==> src/uhs_cfg.svh <==
// Purpose: Constants for the host status register block.
// Assumes: Register offsets are byte addresses within the operational space.
// Notes:   Every offset and field position, and the halted reset value, lives here.
`ifndef UHS_CFG_SVH
`define UHS_CFG_SVH

// ----------------------------------------------------------------------
// Register map
// ----------------------------------------------------------------------
`define UHS_STATUS_OFFSET      8'h24

// ----------------------------------------------------------------------
// Status field positions
// ----------------------------------------------------------------------
`define UHS_BIT_ASYNC_STATUS   15
`define UHS_BIT_PERIODIC_STAT  14
`define UHS_BIT_EMPTY_DETECT   13
`define UHS_BIT_HALTED         12
`define UHS_BIT_ASYNC_ADVANCE  5
`define UHS_BIT_HOST_ERROR     4
`define UHS_BIT_ROLLOVER       3
`define UHS_BIT_PORT_CHANGE    2
`define UHS_BIT_XFER_ERROR     1
`define UHS_BIT_XFER_DONE      0

// ----------------------------------------------------------------------
// Reset values and list sizes
// ----------------------------------------------------------------------
`define UHS_HALTED_RESET       1'h1
`define UHS_FLS_1024           2'h0
`define UHS_FLS_512            2'h1
`define UHS_FLS_256            2'h2
`define UHS_FRIDX_BIT_1024     13
`define UHS_FRIDX_BIT_512      12
`define UHS_FRIDX_BIT_256      11

`endif

==> src/uhs_pkg.sv <==
// Purpose: Types shared by the host status register block.
// Assumes: Used with uhs_cfg.svh for constants.
// Notes:   Nothing here is imported; users write uhs_pkg::name.
package uhs_pkg;

    // ------------------------------------------------------------------
    // Event flags set by the controller core
    // ------------------------------------------------------------------
    typedef struct packed {
        logic async_advance;
        logic host_error;
        logic rollover;
        logic port_change;
        logic xfer_error;
        logic xfer_done;
    } uhs_flags_t;

    // ------------------------------------------------------------------
    // Register access request
    // ------------------------------------------------------------------
    typedef struct packed {
        logic        rd;
        logic        wr;
        logic [7:0]  addr;
        logic [3:0]  be;
        logic [31:0] wdata;
    } uhs_req_t;

    // ------------------------------------------------------------------
    // Halt sequencing states
    // ------------------------------------------------------------------
    typedef enum logic [2:0] {
        UHS_HALTED   = 3'b001,
        UHS_RUNNING  = 3'b010,
        UHS_DRAINING = 3'b100
    } uhs_run_state_t;

endpackage

==> src/uhs_status.sv <==
// Purpose: Status register of a high-speed USB host controller.
// Assumes: Register access comes from the memory-space decoder on the core clock.
// Notes:   Read data is registered; answer follows one cycle after the request.
`timescale 1ns/100ps
`include "uhs_cfg.svh"

module uhs_status #(
    parameter int NUM_PORTS = 2
) (
    input  wire logic                   clk_sys_in,        // Core clock, 50 MHz.
    input  wire logic                   arst_n_in,         // Asynchronous reset, active low.
    input  wire logic                   clk_en_in,         // Freezes all state while low.
    input  wire uhs_pkg::uhs_req_t      req_in,            // Register read or write request.
    input  wire logic                   run_stop_bit_in,   // Run bit of command register.
    input  wire logic                   async_sched_enable_in,    // Async enable.
    input  wire logic                   periodic_sched_enable_in, // Periodic enable.
    input  wire logic                   async_active_in,   // Engine async schedule running.
    input  wire logic                   periodic_active_in, // Engine periodic running.
    input  wire logic                   empty_sched_in,    // Engine saw empty async list.
    input  wire logic                   engine_idle_in,    // Pipeline drained.
    input  wire logic                   doorbell_in,       // Doorbell write pulse.
    input  wire logic                   async_advanced_in, // Async schedule advanced pulse.
    input  wire logic                   sys_error_in,      // Host memory access error pulse.
    input  wire logic [1:0]             frame_list_size_in, // List size field.
    input  wire logic [13:0]            frame_index_in,    // Frame index counter.
    input  wire logic [NUM_PORTS-1:0]   port_change_in,    // Per-port change levels.
    input  wire logic [NUM_PORTS-1:0]   ownership_release_in, // Port released to companion.
    input  wire logic [NUM_PORTS-1:0]   force_resume_in,   // Force-resume levels.
    input  wire logic [NUM_PORTS-1:0]   suspended_in,      // Port is suspended.
    input  wire logic                   d3_to_d0_in,       // Power state return pulse.
    input  wire logic                   xact_error_in,     // Transaction error pulse.
    input  wire logic                   td_retire_in,      // Descriptor retired pulse.
    input  wire logic                   td_ioc_in,         // Retired descriptor asked interrupt.
    input  wire logic                   short_packet_in,   // Short packet pulse.
    input  wire uhs_pkg::uhs_flags_t    int_enable_in,     // Interrupt enable bits.
    output logic [31:0]                 rdata_out,         // Registered read data.
    output logic                        rvalid_out,        // Read data valid pulse.
    output logic                        run_clear_out,     // Request to clear run bit.
    output logic                        irq_out            // Interrupt to host.
);

    // ------------------------------------------------------------------
    // State
    // ------------------------------------------------------------------
    uhs_pkg::uhs_flags_t     flags_ff,   nxt_flags;
    uhs_pkg::uhs_run_state_t run_ff,     nxt_run;
    logic                    halted_ff,  nxt_halted;
    logic                    async_ff,   nxt_async;
    logic                    period_ff,  nxt_period;
    logic                    empty_ff,   nxt_empty;
    logic                    door_ff,    nxt_door;
    logic                    roll_ff,    nxt_roll;
    logic [NUM_PORTS-1:0]    pchg_ff,    nxt_pchg;
    logic [NUM_PORTS-1:0]    pres_ff,    nxt_pres;
    logic [31:0]             rdata_ff,   nxt_rdata;
    logic                    rvalid_ff,  nxt_rvalid;
    logic                    rclr_ff,    nxt_rclr;
    logic                    irq_ff,     nxt_irq;

    logic                    hit;
    logic                    roll_bit;
    logic                    port_rise;
    logic [31:0]             clr_mask;

    // Returns the flag set as a 32-bit status image.
    function automatic logic [31:0] status_image(
        input uhs_pkg::uhs_flags_t f,
        input logic a, input logic p, input logic e, input logic h
    );
        logic [31:0] v;
        v = 32'h0000_0000;
        v[`UHS_BIT_ASYNC_STATUS]  = a;
        v[`UHS_BIT_PERIODIC_STAT] = p;
        v[`UHS_BIT_EMPTY_DETECT]  = e;
        v[`UHS_BIT_HALTED]        = h;
        v[`UHS_BIT_ASYNC_ADVANCE] = f.async_advance;
        v[`UHS_BIT_HOST_ERROR]    = f.host_error;
        v[`UHS_BIT_ROLLOVER]      = f.rollover;
        v[`UHS_BIT_PORT_CHANGE]   = f.port_change;
        v[`UHS_BIT_XFER_ERROR]    = f.xfer_error;
        v[`UHS_BIT_XFER_DONE]     = f.xfer_done;
        return v;
    endfunction

    // ------------------------------------------------------------------
    // Decode and event detection
    // ------------------------------------------------------------------
    // The frame index bit watched for rollover follows the list size.
    always_comb
    begin
        // The status register is the only address this block decodes; reads of any other address answer zero.
        hit = (req_in.addr == `UHS_STATUS_OFFSET);
        case (frame_list_size_in)
            `UHS_FLS_1024: roll_bit = frame_index_in[`UHS_FRIDX_BIT_1024];
            `UHS_FLS_512:  roll_bit = frame_index_in[`UHS_FRIDX_BIT_512];
            default:       roll_bit = frame_index_in[`UHS_FRIDX_BIT_256];
        endcase
        // Only owned ports, and resume only on suspended ports, count.
        port_rise = |(port_change_in & ~pchg_ff & ~ownership_release_in)
                  | |(force_resume_in & ~pres_ff & suspended_in & ~ownership_release_in);
        // Write-one-to-clear mask, only for bytes that are enabled.
        clr_mask = 32'h0000_0000;
        if (hit && req_in.wr)
        begin
            clr_mask = req_in.wdata & {{8{req_in.be[3]}}, {8{req_in.be[2]}},
                                       {8{req_in.be[1]}}, {8{req_in.be[0]}}};
        end
    end

    // ------------------------------------------------------------------
    // Flag next values
    // ------------------------------------------------------------------
    // Hardware set wins over a software clear in the same cycle.
    always_comb
    begin
        nxt_flags = flags_ff;
        if (clr_mask[`UHS_BIT_ASYNC_ADVANCE]) nxt_flags.async_advance = 1'b0;
        if (clr_mask[`UHS_BIT_HOST_ERROR])    nxt_flags.host_error    = 1'b0;
        if (clr_mask[`UHS_BIT_ROLLOVER])      nxt_flags.rollover      = 1'b0;
        if (clr_mask[`UHS_BIT_PORT_CHANGE])   nxt_flags.port_change   = 1'b0;
        if (clr_mask[`UHS_BIT_XFER_ERROR])    nxt_flags.xfer_error    = 1'b0;
        if (clr_mask[`UHS_BIT_XFER_DONE])     nxt_flags.xfer_done     = 1'b0;
        // The doorbell is remembered until the engine next advances the async list;
        // an advance in the same cycle as the doorbell does not count for it.
        nxt_door = door_ff | doorbell_in;
        if (door_ff && async_advanced_in)
        begin
            nxt_flags.async_advance = 1'b1;
            nxt_door = doorbell_in;
        end
        if (sys_error_in)
        begin
            nxt_flags.host_error = 1'b1;
        end
        // Any change of the watched index bit marks a wrap of the frame list.
        // The bit is compared with its last sample, so both toggle directions count.
        nxt_roll = roll_bit;
        if (roll_bit != roll_ff)
        begin
            nxt_flags.rollover = 1'b1;
        end
        // Previous port levels let a rise be told apart from a standing level.
        nxt_pchg = port_change_in;
        nxt_pres = force_resume_in;
        if (port_rise)
        begin
            nxt_flags.port_change = 1'b1;
        end
        // On return to full power the flag is rebuilt from the port levels.
        if (d3_to_d0_in)
        begin
            nxt_flags.port_change = |(port_change_in | force_resume_in);
        end
        // A failed transaction whose descriptor asked for a completion interrupt
        // reports through both the error flag and the completion flag.
        if (xact_error_in)
        begin
            nxt_flags.xfer_error = 1'b1;
            if (td_ioc_in)
            begin
                nxt_flags.xfer_done = 1'b1;
            end
        end
        if ((td_retire_in && td_ioc_in) || short_packet_in)
        begin
            nxt_flags.xfer_done = 1'b1;
        end
    end

    // ------------------------------------------------------------------
    // Run, halt and schedule status next values
    // ------------------------------------------------------------------
    // Halted clears with the run bit and sets only after the pipeline drains or on an illegal state code.
    always_comb
    begin
        nxt_run    = run_ff;
        nxt_halted = halted_ff;
        nxt_rclr   = sys_error_in;
        // A host error starts the drain at once, before the run bit is cleared.
        case (run_ff)
            uhs_pkg::UHS_HALTED:
            begin
                if (run_stop_bit_in)
                begin
                    nxt_run    = uhs_pkg::UHS_RUNNING;
                    nxt_halted = 1'b0;
                end
            end
            uhs_pkg::UHS_RUNNING:
            begin
                if (!run_stop_bit_in || sys_error_in)
                begin
                    nxt_run = uhs_pkg::UHS_DRAINING;
                end
            end
            uhs_pkg::UHS_DRAINING:
            begin
                if (engine_idle_in && !run_stop_bit_in)
                begin
                    nxt_run    = uhs_pkg::UHS_HALTED;
                    nxt_halted = 1'b1;
                end
            end
            // An illegal state code falls back to the halted state.
            default:
            begin
                nxt_run    = uhs_pkg::UHS_HALTED;
                nxt_halted = 1'b1;
            end
        endcase
        // Status mirrors what the engine really does, not the enable bits.
        nxt_async  = async_active_in;
        nxt_period = periodic_active_in;
        nxt_empty  = empty_sched_in;
    end

    // ------------------------------------------------------------------
    // Read data and interrupt next values
    // ------------------------------------------------------------------
    // Read data is captured for a status read; any other read answers zero.
    // The interrupt uses the next flag values so it rises with the flag itself.
    always_comb
    begin
        nxt_rvalid = req_in.rd;
        nxt_rdata  = 32'h0000_0000;
        if (req_in.rd && hit)
        begin
            nxt_rdata = status_image(flags_ff, async_ff, period_ff, empty_ff, halted_ff);
        end
        nxt_irq = |(nxt_flags & int_enable_in);
    end

    // ------------------------------------------------------------------
    // Registers
    // ------------------------------------------------------------------
    // All state holds while the clock enable is low; reset wins over the enable.
    always_ff @(posedge clk_sys_in or negedge arst_n_in)
    begin
        if (!arst_n_in)
        begin
            flags_ff  <= '0;
            run_ff    <= uhs_pkg::UHS_HALTED;
            halted_ff <= `UHS_HALTED_RESET;
            async_ff  <= 1'b0;
            period_ff <= 1'b0;
            empty_ff  <= 1'b0;
            door_ff   <= 1'b0;
            roll_ff   <= 1'b0;
            pchg_ff   <= '0;
            pres_ff   <= '0;
            rdata_ff  <= 32'h0000_0000;
            rvalid_ff <= 1'b0;
            rclr_ff   <= 1'b0;
            irq_ff    <= 1'b0;
        end
        else if (clk_en_in)
        begin
            flags_ff  <= nxt_flags;
            run_ff    <= nxt_run;
            halted_ff <= nxt_halted;
            async_ff  <= nxt_async;
            period_ff <= nxt_period;
            empty_ff  <= nxt_empty;
            door_ff   <= nxt_door;
            roll_ff   <= nxt_roll;
            pchg_ff   <= nxt_pchg;
            pres_ff   <= nxt_pres;
            rdata_ff  <= nxt_rdata;
            rvalid_ff <= nxt_rvalid;
            rclr_ff   <= nxt_rclr;
            irq_ff    <= nxt_irq;
        end
    end

    // Outputs come straight from flip-flops.
    assign rdata_out     = rdata_ff;
    assign rvalid_out    = rvalid_ff;
    assign run_clear_out = rclr_ff;
    assign irq_out       = irq_ff;

endmodule

==> config.mk <==
export PLATFORM = sky130hd
export DESIGN_NAME = uhs_status
export DESIGN_NICKNAME = d
export VERILOG_FILES = /design/src/uhs_pkg.sv /design/src/uhs_status.sv
export VERILOG_INCLUDE_DIRS = /design/src
export SDC_FILE = /design/constraint.sdc
export NUM_CORES = 1
export LEC_CHECK = 0
export BUFFER_PORTS_ARGS = -buffer_cell sky130_fd_sc_hd__clkbuf_2
export CORE_UTILIZATION = 40
export DETAILED_ROUTE_END_ITERATION = 12
export GPL_ROUTABILITY_DRIVEN = 0
export GPL_TIMING_DRIVEN = 0
export PLACE_DENSITY = 0.83
export SETUP_SLACK_MARGIN = 0.02
export SLEW_MARGIN = 30
export SYNTH_ARGS = -nofsm -noshare
export SYNTH_HDL_FRONTEND = slang
export SYNTH_SLANG_ARGS = --single-unit
==> constraint.sdc <==
create_clock -name clk_sys_in -period 1.6 [get_ports clk_sys_in]
set_clock_uncertainty 0.15 [all_clocks]
set_input_delay 0.48 -clock clk_sys_in [delete_from_list [all_inputs] [get_ports clk_sys_in]]
set_output_delay 0.48 -clock clk_sys_in [all_outputs]
set_load 0.005 [all_outputs]
Word level (Yosys, flattened, before mapping)
Cells that the tools add are included.
{"block": "word_totals", "regBits": 54, "input_bits": 94, "output_inout_bits": 35, "wordCells": 82}
{"block": "op_classes", "eq_ne": 9, "n_mux": 25, "n_bitwise": 14, "n_reduce_logical": 15}
{"op": "$mux 1", "count": 16}
{"op": "$mux 16", "count": 1}
{"op": "$and 6x6->6", "count": 2}
{"op": "$and 2x2->2", "count": 5}
{"op": "$mux 3", "count": 3}
{"op": "$pmux 3 s3", "count": 1}
{"op": "$eq 8x6->1 const B", "count": 1}
{"op": "$reduce_and 4->1", "count": 2}
{"op": "$mux 6", "count": 1}
{"op": "$ne 2x2->1 const B", "count": 3}
{"op": "$not 2->2", "count": 3}
{"op": "$reduce_or 2->1", "count": 3}
{"op": "$reduce_or 6->1", "count": 1}
{"op": "$logic_and 1x1->1", "count": 5}
{"op": "$eq 3x1->1 const B", "count": 1}
{"op": "$eq 3x2->1 const B", "count": 1}
{"op": "$eq 3x3->1 const B", "count": 1}
{"op": "$pmux 1 s3", "count": 1}
{"op": "$eq 2x1->1 const B", "count": 1}
{"op": "$logic_not 2->1", "count": 1}
{"op": "$logic_or 1x1->1", "count": 2}
{"op": "$mux 2", "count": 1}
{"op": "$or 1x1->1", "count": 2}
{"op": "$or 2x2->2", "count": 1}
{"op": "4 further kinds", "count": 4}

Logic depth before layout (Yosys ltp)
Gate-level depths: netlist of run 1.
{"block": "logic_depth", "depth_word": 10, "depth_mapped": 5, "mapped_depth_nobuf": 5}

Worst setup path before layout of run 1
Ideal clock, no wire load.
{"block": "synth_path", "kind": "input to register", "from": "in req_in[43] (netlist bit)", "to": "reg irq_ff (netlist: irq_out)", "arrival_time_ps": 1914, "required_ps": 1319, "slack_ps": -594, "stages": 5, "path_buffers": 0, "path_cell_list": "or4_4 or3_1 a221o_1 a211oi_2 a31oi_1"}
{"block": "synth_via", "elab_chain_cells": 9, "elab_cells_between_ends": 19}
{"item": "from (decl)", "line": "uhs_status.sv:13", "text": "input wire uhs_pkg::uhs_req_t req_in,"}
{"item": "$eq 8x6->1 (no source line) *"}
{"item": "$logic_and 1x1->1 *", "line": "uhs_status.sv:103", "text": "if (hit && req_in.wr)"}
{"item": "$mux 6 *", "line": "uhs_status.sv:103"}
{"item": "$mux 1", "line": "uhs_status.sv:122", "text": "if (clr_mask[`UHS_BIT_XFER_DONE]) nxt_flags.xfer_done = 1'b0;"}
{"item": "$mux 1", "line": "uhs_status.sv:159", "text": "if (td_ioc_in)"}
{"item": "$mux 2", "line": "uhs_status.sv:156", "text": "if (xact_error_in)"}
{"item": "$mux 1", "line": "uhs_status.sv:164", "text": "if ((td_retire_in && td_ioc_in) || short_packet_in)"}
{"item": "$and 6x6->6 *", "line": "uhs_status.sv:230", "text": "nxt_irq = |(nxt_flags & int_enable_in);"}
{"item": "$reduce_or 6->1 *", "line": "uhs_status.sv:230"}
{"item": "to (signal assigned)", "line": "uhs_status.sv:271", "text": "irq_ff <= nxt_irq;"}
{"item": "to (decl)", "line": "uhs_status.sv:58", "text": "logic irq_ff, nxt_irq;"}
Every way passes the cells marked *; elsewhere a longest branch is shown, timed or not.
A chain may end at the register's enable or synchronous reset.

Worst setup path in the final report of run 1
Same ends and word-level chain as after synthesis.

==> results of run 1 <==
## how the worst max path moves through the flow
stage / slack, ps / depth (start not counted) / start / endpoint
floorplan: -530 / 5 / req_in[43] / irq_out$_DFFE_PN0P_
global placement: -700 / 6 / req_in[43] / irq_out$_DFFE_PN0P_
detailed placement: -700 / 6 / req_in[43] / irq_out$_DFFE_PN0P_
CTS: -380 / 6 / req_in[43] / irq_out$_DFFE_PN0P_
global route: -450 / 6 / req_in[43] / irq_out$_DFFE_PN0P_
finish: -390 / 6 / req_in[43] / irq_out$_DFFE_PN0P_
## metal layers
| metal | wire, um | GRT usage, % | up-vias |
|---|---|---|---|
| li1 | - | - | 745 |
| met2 | 1975 | 33.59 | 69 |
| met5 | 0 | 0 | - |
| met4 | 72 | 9.043 | 0 |
| met3 | 305 | 6.336 | 8 |
| met1 | 1688 | 22.86 | 695 |
## flip-flops by register name, indices dropped and copies added, names as in the netlist
| signal | cells |
|---|---|
| halted_ff | 1 |
| roll_ff | 1 |
| door_ff | 1 |
| empty_ff | 1 |
| async_ff | 1 |
| period_ff | 1 |
| irq_out | 1 |
| run_clear_out | 1 |
| pres_ff | 2 |
| run_ff | 3 |
| pchg_ff | 2 |
| rdata_out | 10 |
| flags_ff | 6 |
| rvalid_out | 1 |
## per-stage QoR
step                      setup TNS [ps]  cell area, um2  total power (W)  util (%)  hold slack (ps)
after floorplan                    -5234            1772         0.001263         -            34.41
after global placement            -11460            2155         0.001398     53.48            317.1
after detailed placement          -12430            2155         0.001421     53.48            335.4
after CTS                          -5130            2355         0.002187     58.45            145.2
after global routing               -5848            2362         0.002313     58.63            181.6
final                              -5187            2362         0.002190     58.63            124.8
## area by class of cell
class | count | area [um2] | area share (%)
repair buffers | 71 | 384.1 | 16.26
clock inverters | 3 | 42.54 | 1.801
plain buffers | 26 | 187.7 | 7.945
multi-input cells | 121 | 798.3 | 33.79
well taps | 50 | 62.56 | 2.648
clock buffers | 5 | 68.82 | 2.913
flip-flops and latches | 32 | 803.3 | 34.00
inverters | 4 | 15.01 | 0.6356
## cells by family after synthesis
| family | count (synthesis) | synth area share (%) |
|---|---|---|
| compound gates | 46 | 19.56 |
| simple gates | 41 | 13.26 |
| flops | 32 | 47.56 |
| buf+inv | 30 | 11.63 |
| mux | 11 | 7.259 |
| xor+xnor | 1 | 0.5186 |
| other cells | 1 | 0.2220 |
## repair_timing
| item | in CTS | in global routing |
|---|---|---|
| pin swaps | 7 | 5 |
| gates resized for setup | 12 | 0 |
| cloned | 1 | 0 |
| buffers inserted | 5 | 1 |
| setup endpoints to repair | 17 | 18 |
## power breakdown
group / internal [W] / switching [W]
Clock: 0.000460 / 0.000294
Combinational: 0.000235 / 0.000212
Sequential: 0.000903 / 0.0000858
Total: 0.00160 / 0.000592
## Yosys cell counts, drive strengths merged (2+ instances only)
cell type  instances
a21oi              9
a22o              16
a31oi              3
and2               2
buf               24
clkbuf             2
dfrtp             30
dfstp              2
inv                4
mux2              10
nand2             15
nand2b             4
nand3b             2
nor2               6
nor3               2
nor3b              3
nor4               2
o21ai              9
or3                2
## worst max-delay path, stage by stage
cell,delay (ps)
clkbuf_2,80
or4_4,530
or3_4,340
a221o_1,310
a211oi_2,150
a31oi_1,100
==> results.tsv, run 1 <==
stage	metric	value	unit
worst_setup_path	Worst EP required	1610	ps
clock_tree	clock root buffer	clkbuf_8	
sta	RSZ-0062 raised after global routing	yes	
logic_synthesis	synth top area cells	dfrtp_1, buf_4, a22o_1, mux2_2, nand2_1	
logic_synthesis	Seq/Total Area, Yosys	47.56	%
placed_design	hpwl dp	3187	um
global_routing	vias in the first global route	1465	
clock_tree	worst skew pair latency	280	ps
sta	worst-margin pin slew	793.8	ps
finish	commonest non-fill, non-tap cell in the layout	clkbuf_2	
clock_tree	clk buf depth	2	
sta	max-slew violation count	0	
routing	routed wire length	4042	um
logic_synthesis	Yosys warnings	0	
global_routing	total track usage	19.96	%
clock_tree	CTS Hold Buffers Added	0	
worst_setup_path	crit start category	input port	
logic_synthesis	Post-synth EDFFs	0	
finish	Final Non-Filler Cells	312	
worst_setup_path	CP max FO	2	
finish	most frequent cells in the layout	clkbuf_2, dfrtp_1, buf_4, conb_1, a22o_1	
routing	WL/cell	12.96	um
logic_synthesis	Cell Area, Synth	1689	um2
logic_synthesis	cells after synthesis	162	
placed_design	IO Port Bufs	64	
logic_synthesis	predominant post-synthesis flop cell	dfrtp_1	
logic_synthesis	Synth top area share	44.44	%
clock_tree	CTS Buf Count	5	
routing	Detailed Routing Iterations Pass 1	4	
sta	post-route clock period utilization	124.5	%
routing	routed via count	1517	
outcome	failing checks	negative setup slack	
die	Core Area	4029	um2
clock_tree	Sink Count	32	
sta	slack of the critical path	-391.9	ps
logic_synthesis	Distinct cells, synth	37	
clock_tree	CTS tree	yes	
clock_tree	clock transition at the registers of the reported paths	70	ps
global_routing	initial antenna violation count	0	
worst_setup_path	worst flop-to-flop path endpoint	halted_ff$_DFFE_PN1P_	
outcome	status	finished with violations	
sta	setup violators final	17	
clock_tree	H-Tree Depth	2	
logic_synthesis	Avg Synthesized Cell Area	10.43	um2
worst_setup_path	R2R Setup Slk	80	ps
worst_setup_path	R2R Path Start	run_ff[0]$_DFFE_PN1P_	
global_routing	largest net degree at the start of global routing	33	
die	row count	23	
die	io pins	129	
pwr	peak supply drop	0.3330	mV
die	DIE AREA	4487	um2
routing	DRC	0	
finish	share of cells above drive strength 1	46.18	%
finish	nets@finish	355	
worst_hold_path	worst min-delay path class	in -> async	
finish	ANT cells	0	
sta	Slew HR	47.08	%
worst_setup_path	Crit path arrival time	2000	ps
logic_synthesis	#FFs+latches synth	32	
sta	final hold vios	0	
routing	starting DRC count in detailed routing	72	
sta	f_max	0.5020	GHz
die	Starting Density	41.93	%
worst_setup_path	Crit. End Element	flip-flop	
finish	P&R area growth vs syn	39.85	%
pwr	Pleak	1.217	nW
placed_design	Setup WS pre-CTS	-701.0	ps
die	chip width	66.99	um
logic_synthesis	ys async rst share	100.0	%
sta	Tmin final	1992	ps
worst_setup_path	R2R cell count	5	
global_routing	Overflow after GRT	0	
run	max_cap viols	0	
routing	vias per cell	4.862	
logic_synthesis	Yosys top cell by area	dfrtp_1	
finish	filler cell count	367	
routing	ANT nets after route	0	
placed_design	Cells after DPL	297	
global_routing	first-pass GRT wire length	6582	um
worst_setup_path	Crit Path Class	in -> reg	
die	DIE HEIGHT	66.99	um
pwr	Pwr per Cell Area	927.0	nW/um2
(Power assumes the default switching activity.)
==> run 2, diff against run 1 <==
- clock period: 1.6 -> 1.9 ns (I/O delays scaled with it)
==> results.tsv, run 2 (synthesis gave the netlist of run 1 again) <==
stage	metric	value	unit
sta	slack of the critical path	-258.3	ps
sta	Slew HR	47.53	%
worst_setup_path	Crit path arrival time	2170	ps
clock_tree	worst skew pair latency	290	ps
routing	starting DRC count in detailed routing	116	
pwr	peak supply drop	0.4638	mV
routing	routed wire length	3802	um
clock_tree	CTS Buf Count	5	
finish	number of flip-flops in the largest register	10	
clock_tree	CTS Hold Buffers Added	0	
worst_setup_path	worst flop-to-flop path endpoint	halted_ff$_DFFE_PN1P_	
pwr	Seq pwr share	45.9	%
outcome	failing checks	negative setup slack	
pwr	combinational share of power	19.2	%
routing	routed via count	1488	
die	chip width	66.99	um
global_routing	total track usage	18.58	%
finish	Final Cell Area	2270	um2
routing	DRC	0	
sta	worst-margin pin slew	787.0	ps
finish	share of cells above drive strength 1	43.14	%
placed_design	Area after DPL	2151	um2
sta	final hold vios	0	
clock_tree	clock transition at the registers of the reported paths	70	ps
sta	f_max	0.4633	GHz
clock_tree	H-Tree Depth	2	
die	DIE HEIGHT	66.99	um
worst_setup_path	R2R cell count	5	
pwr	Pwr per Cell Area	797.5	nW/um2
clock_tree	Sink Count	32	
clock_tree	clock root buffer	clkbuf_8	
pwr	Sw Pwr	0.0004789	W
routing	ANT nets after route	0	
worst_setup_path	crit start category	input port	
sta	post-route clock period utilization	113.6	%
die	io pins	129	
sta	RSZ-0062 raised after global routing	yes	
placed_design	IO Port Bufs	64	
die	DIE AREA	4487	um2
run	max_cap viols	0	
worst_setup_path	Worst EP required	1910	ps
finish	nets@finish	348	
clock_tree	clk buf depth	2	
die	Starting Density	41.93	%
routing	WL/cell	12.47	um
routing	Detailed Routing Iterations Pass 1	4	
routing	vias per cell	4.879	
worst_setup_path	Crit Path Class	in -> reg	
sta	hold_ws	207.0	ps
global_routing	initial antenna violation count	0	
finish	filler cell count	372	
pwr	Clock power frac	35.0	%
worst_setup_path	R2R Setup Slk	270	ps
worst_setup_path	Crit. End Element	flip-flop	
pwr	Pleak	1.178	nW
sta	TNS Setup	-1585	ps
clock_tree	post-CTS setup repair buffer count	0	
global_routing	Overflow after GRT	0	
pwr	Power Total	0.001810	W
global_routing	largest net degree at the start of global routing	33	
finish	P&R area growth vs syn	34.37	%
sta	setup violators final	17	
placed_design	Setup WS pre-CTS	-494.6	ps
finish	commonest non-fill, non-tap cell in the layout	clkbuf_2	
outcome	status	finished with violations	
sta	max-slew violation count	0	
worst_setup_path	R2R Path Start	run_ff[0]$_DFFE_PN1P_	
worst_setup_path	CP max FO	3	
pwr	Int Pwr	0.001331	W
global_routing	first-pass GRT wire length	5982	um
global_routing	vias in the first global route	1357	
die	Core Area	4029	um2
clock_tree	CTS tree	yes	
pwr	Sw Share	26.46	%
worst_hold_path	worst min-delay path class	in -> async	
sta	Tmin final	2158	ps
finish	most frequent cells in the layout	clkbuf_2, dfrtp_1, buf_4, conb_1, a22o_1	
finish	ANT cells	0	
die	row count	23	
placed_design	hpwl dp	2953	um
-- run 2: final cells by class --
cell class	count	area (um2)	area share, %
multi-input combinational	121	773.2	34.07
clock buffer	6	72.57	3.197
buffer	26	181.4	7.993
timing repair buffer	64	326.6	14.39
tap	50	62.56	2.756
sequential	32	803.3	35.39
inverter	4	15.01	0.6615
clock inverter	2	35.03	1.544
-- run 2: timing repair --
action / in CTS / in global routing
resized for setup: 1 / 1
pin swaps: 0 / 0
endpoints found under the setup margin: 17 / 17
-- run 2: layer usage --
metal	wire length (um)	share of wire [%]	up-vias	GRT usage, %
li1	-	-	728	-
met1	1573	41	695	21.35
met2	1917	50	56	31.57
met3	244	6.4	9	5.651
met4	68	1.8	0	7.979
met5	0	0	-	0
-- run 2: how the worst max path moves through the flow --
stage                          end  startpoint  cells past startpoint
5_1_grt        irq_out$_DFFE_PN0P_  req_in[43]                      6
3_5_place_dp   irq_out$_DFFE_PN0P_  req_in[43]                      6
2_1_floorplan  irq_out$_DFFE_PN0P_  req_in[43]                      5
6_report       irq_out$_DFFE_PN0P_  req_in[43]                      6
3_3_place_gp   irq_out$_DFFE_PN0P_  req_in[43]                      6
4_1_cts        irq_out$_DFFE_PN0P_  req_in[43]                      6
-- run 2: worst max-delay path, cell delays in order --
cell,delay (ps)
buf_6,90
or4_4,550
or3_4,350
a221o_1,320
a211oi_2,180
a31oi_1,100
-- run 2: stage by stage --
step | std cells | utilization (%)
2_1_floorplan | 183 | -
4_1_cts | 305 | 56.18
6_report | 305 | 56.34
3_5_place_dp | 297 | 53.39
3_3_place_gp | 297 | 53.39
5_1_grt | 305 | 56.34
-- run 2: power groups by stage --
stage / clock network, W / registers, W / logic (W)
after floorplan: 0 / 0.000823 / 0.000233
after global placement: 0 / 0.000832 / 0.000337
after detailed placement: 0 / 0.000840 / 0.000347
after CTS: 0.000646 / 0.000829 / 0.000350
after global routing: 0.000674 / 0.000838 / 0.000393
final: 0.000633 / 0.000830 / 0.000347
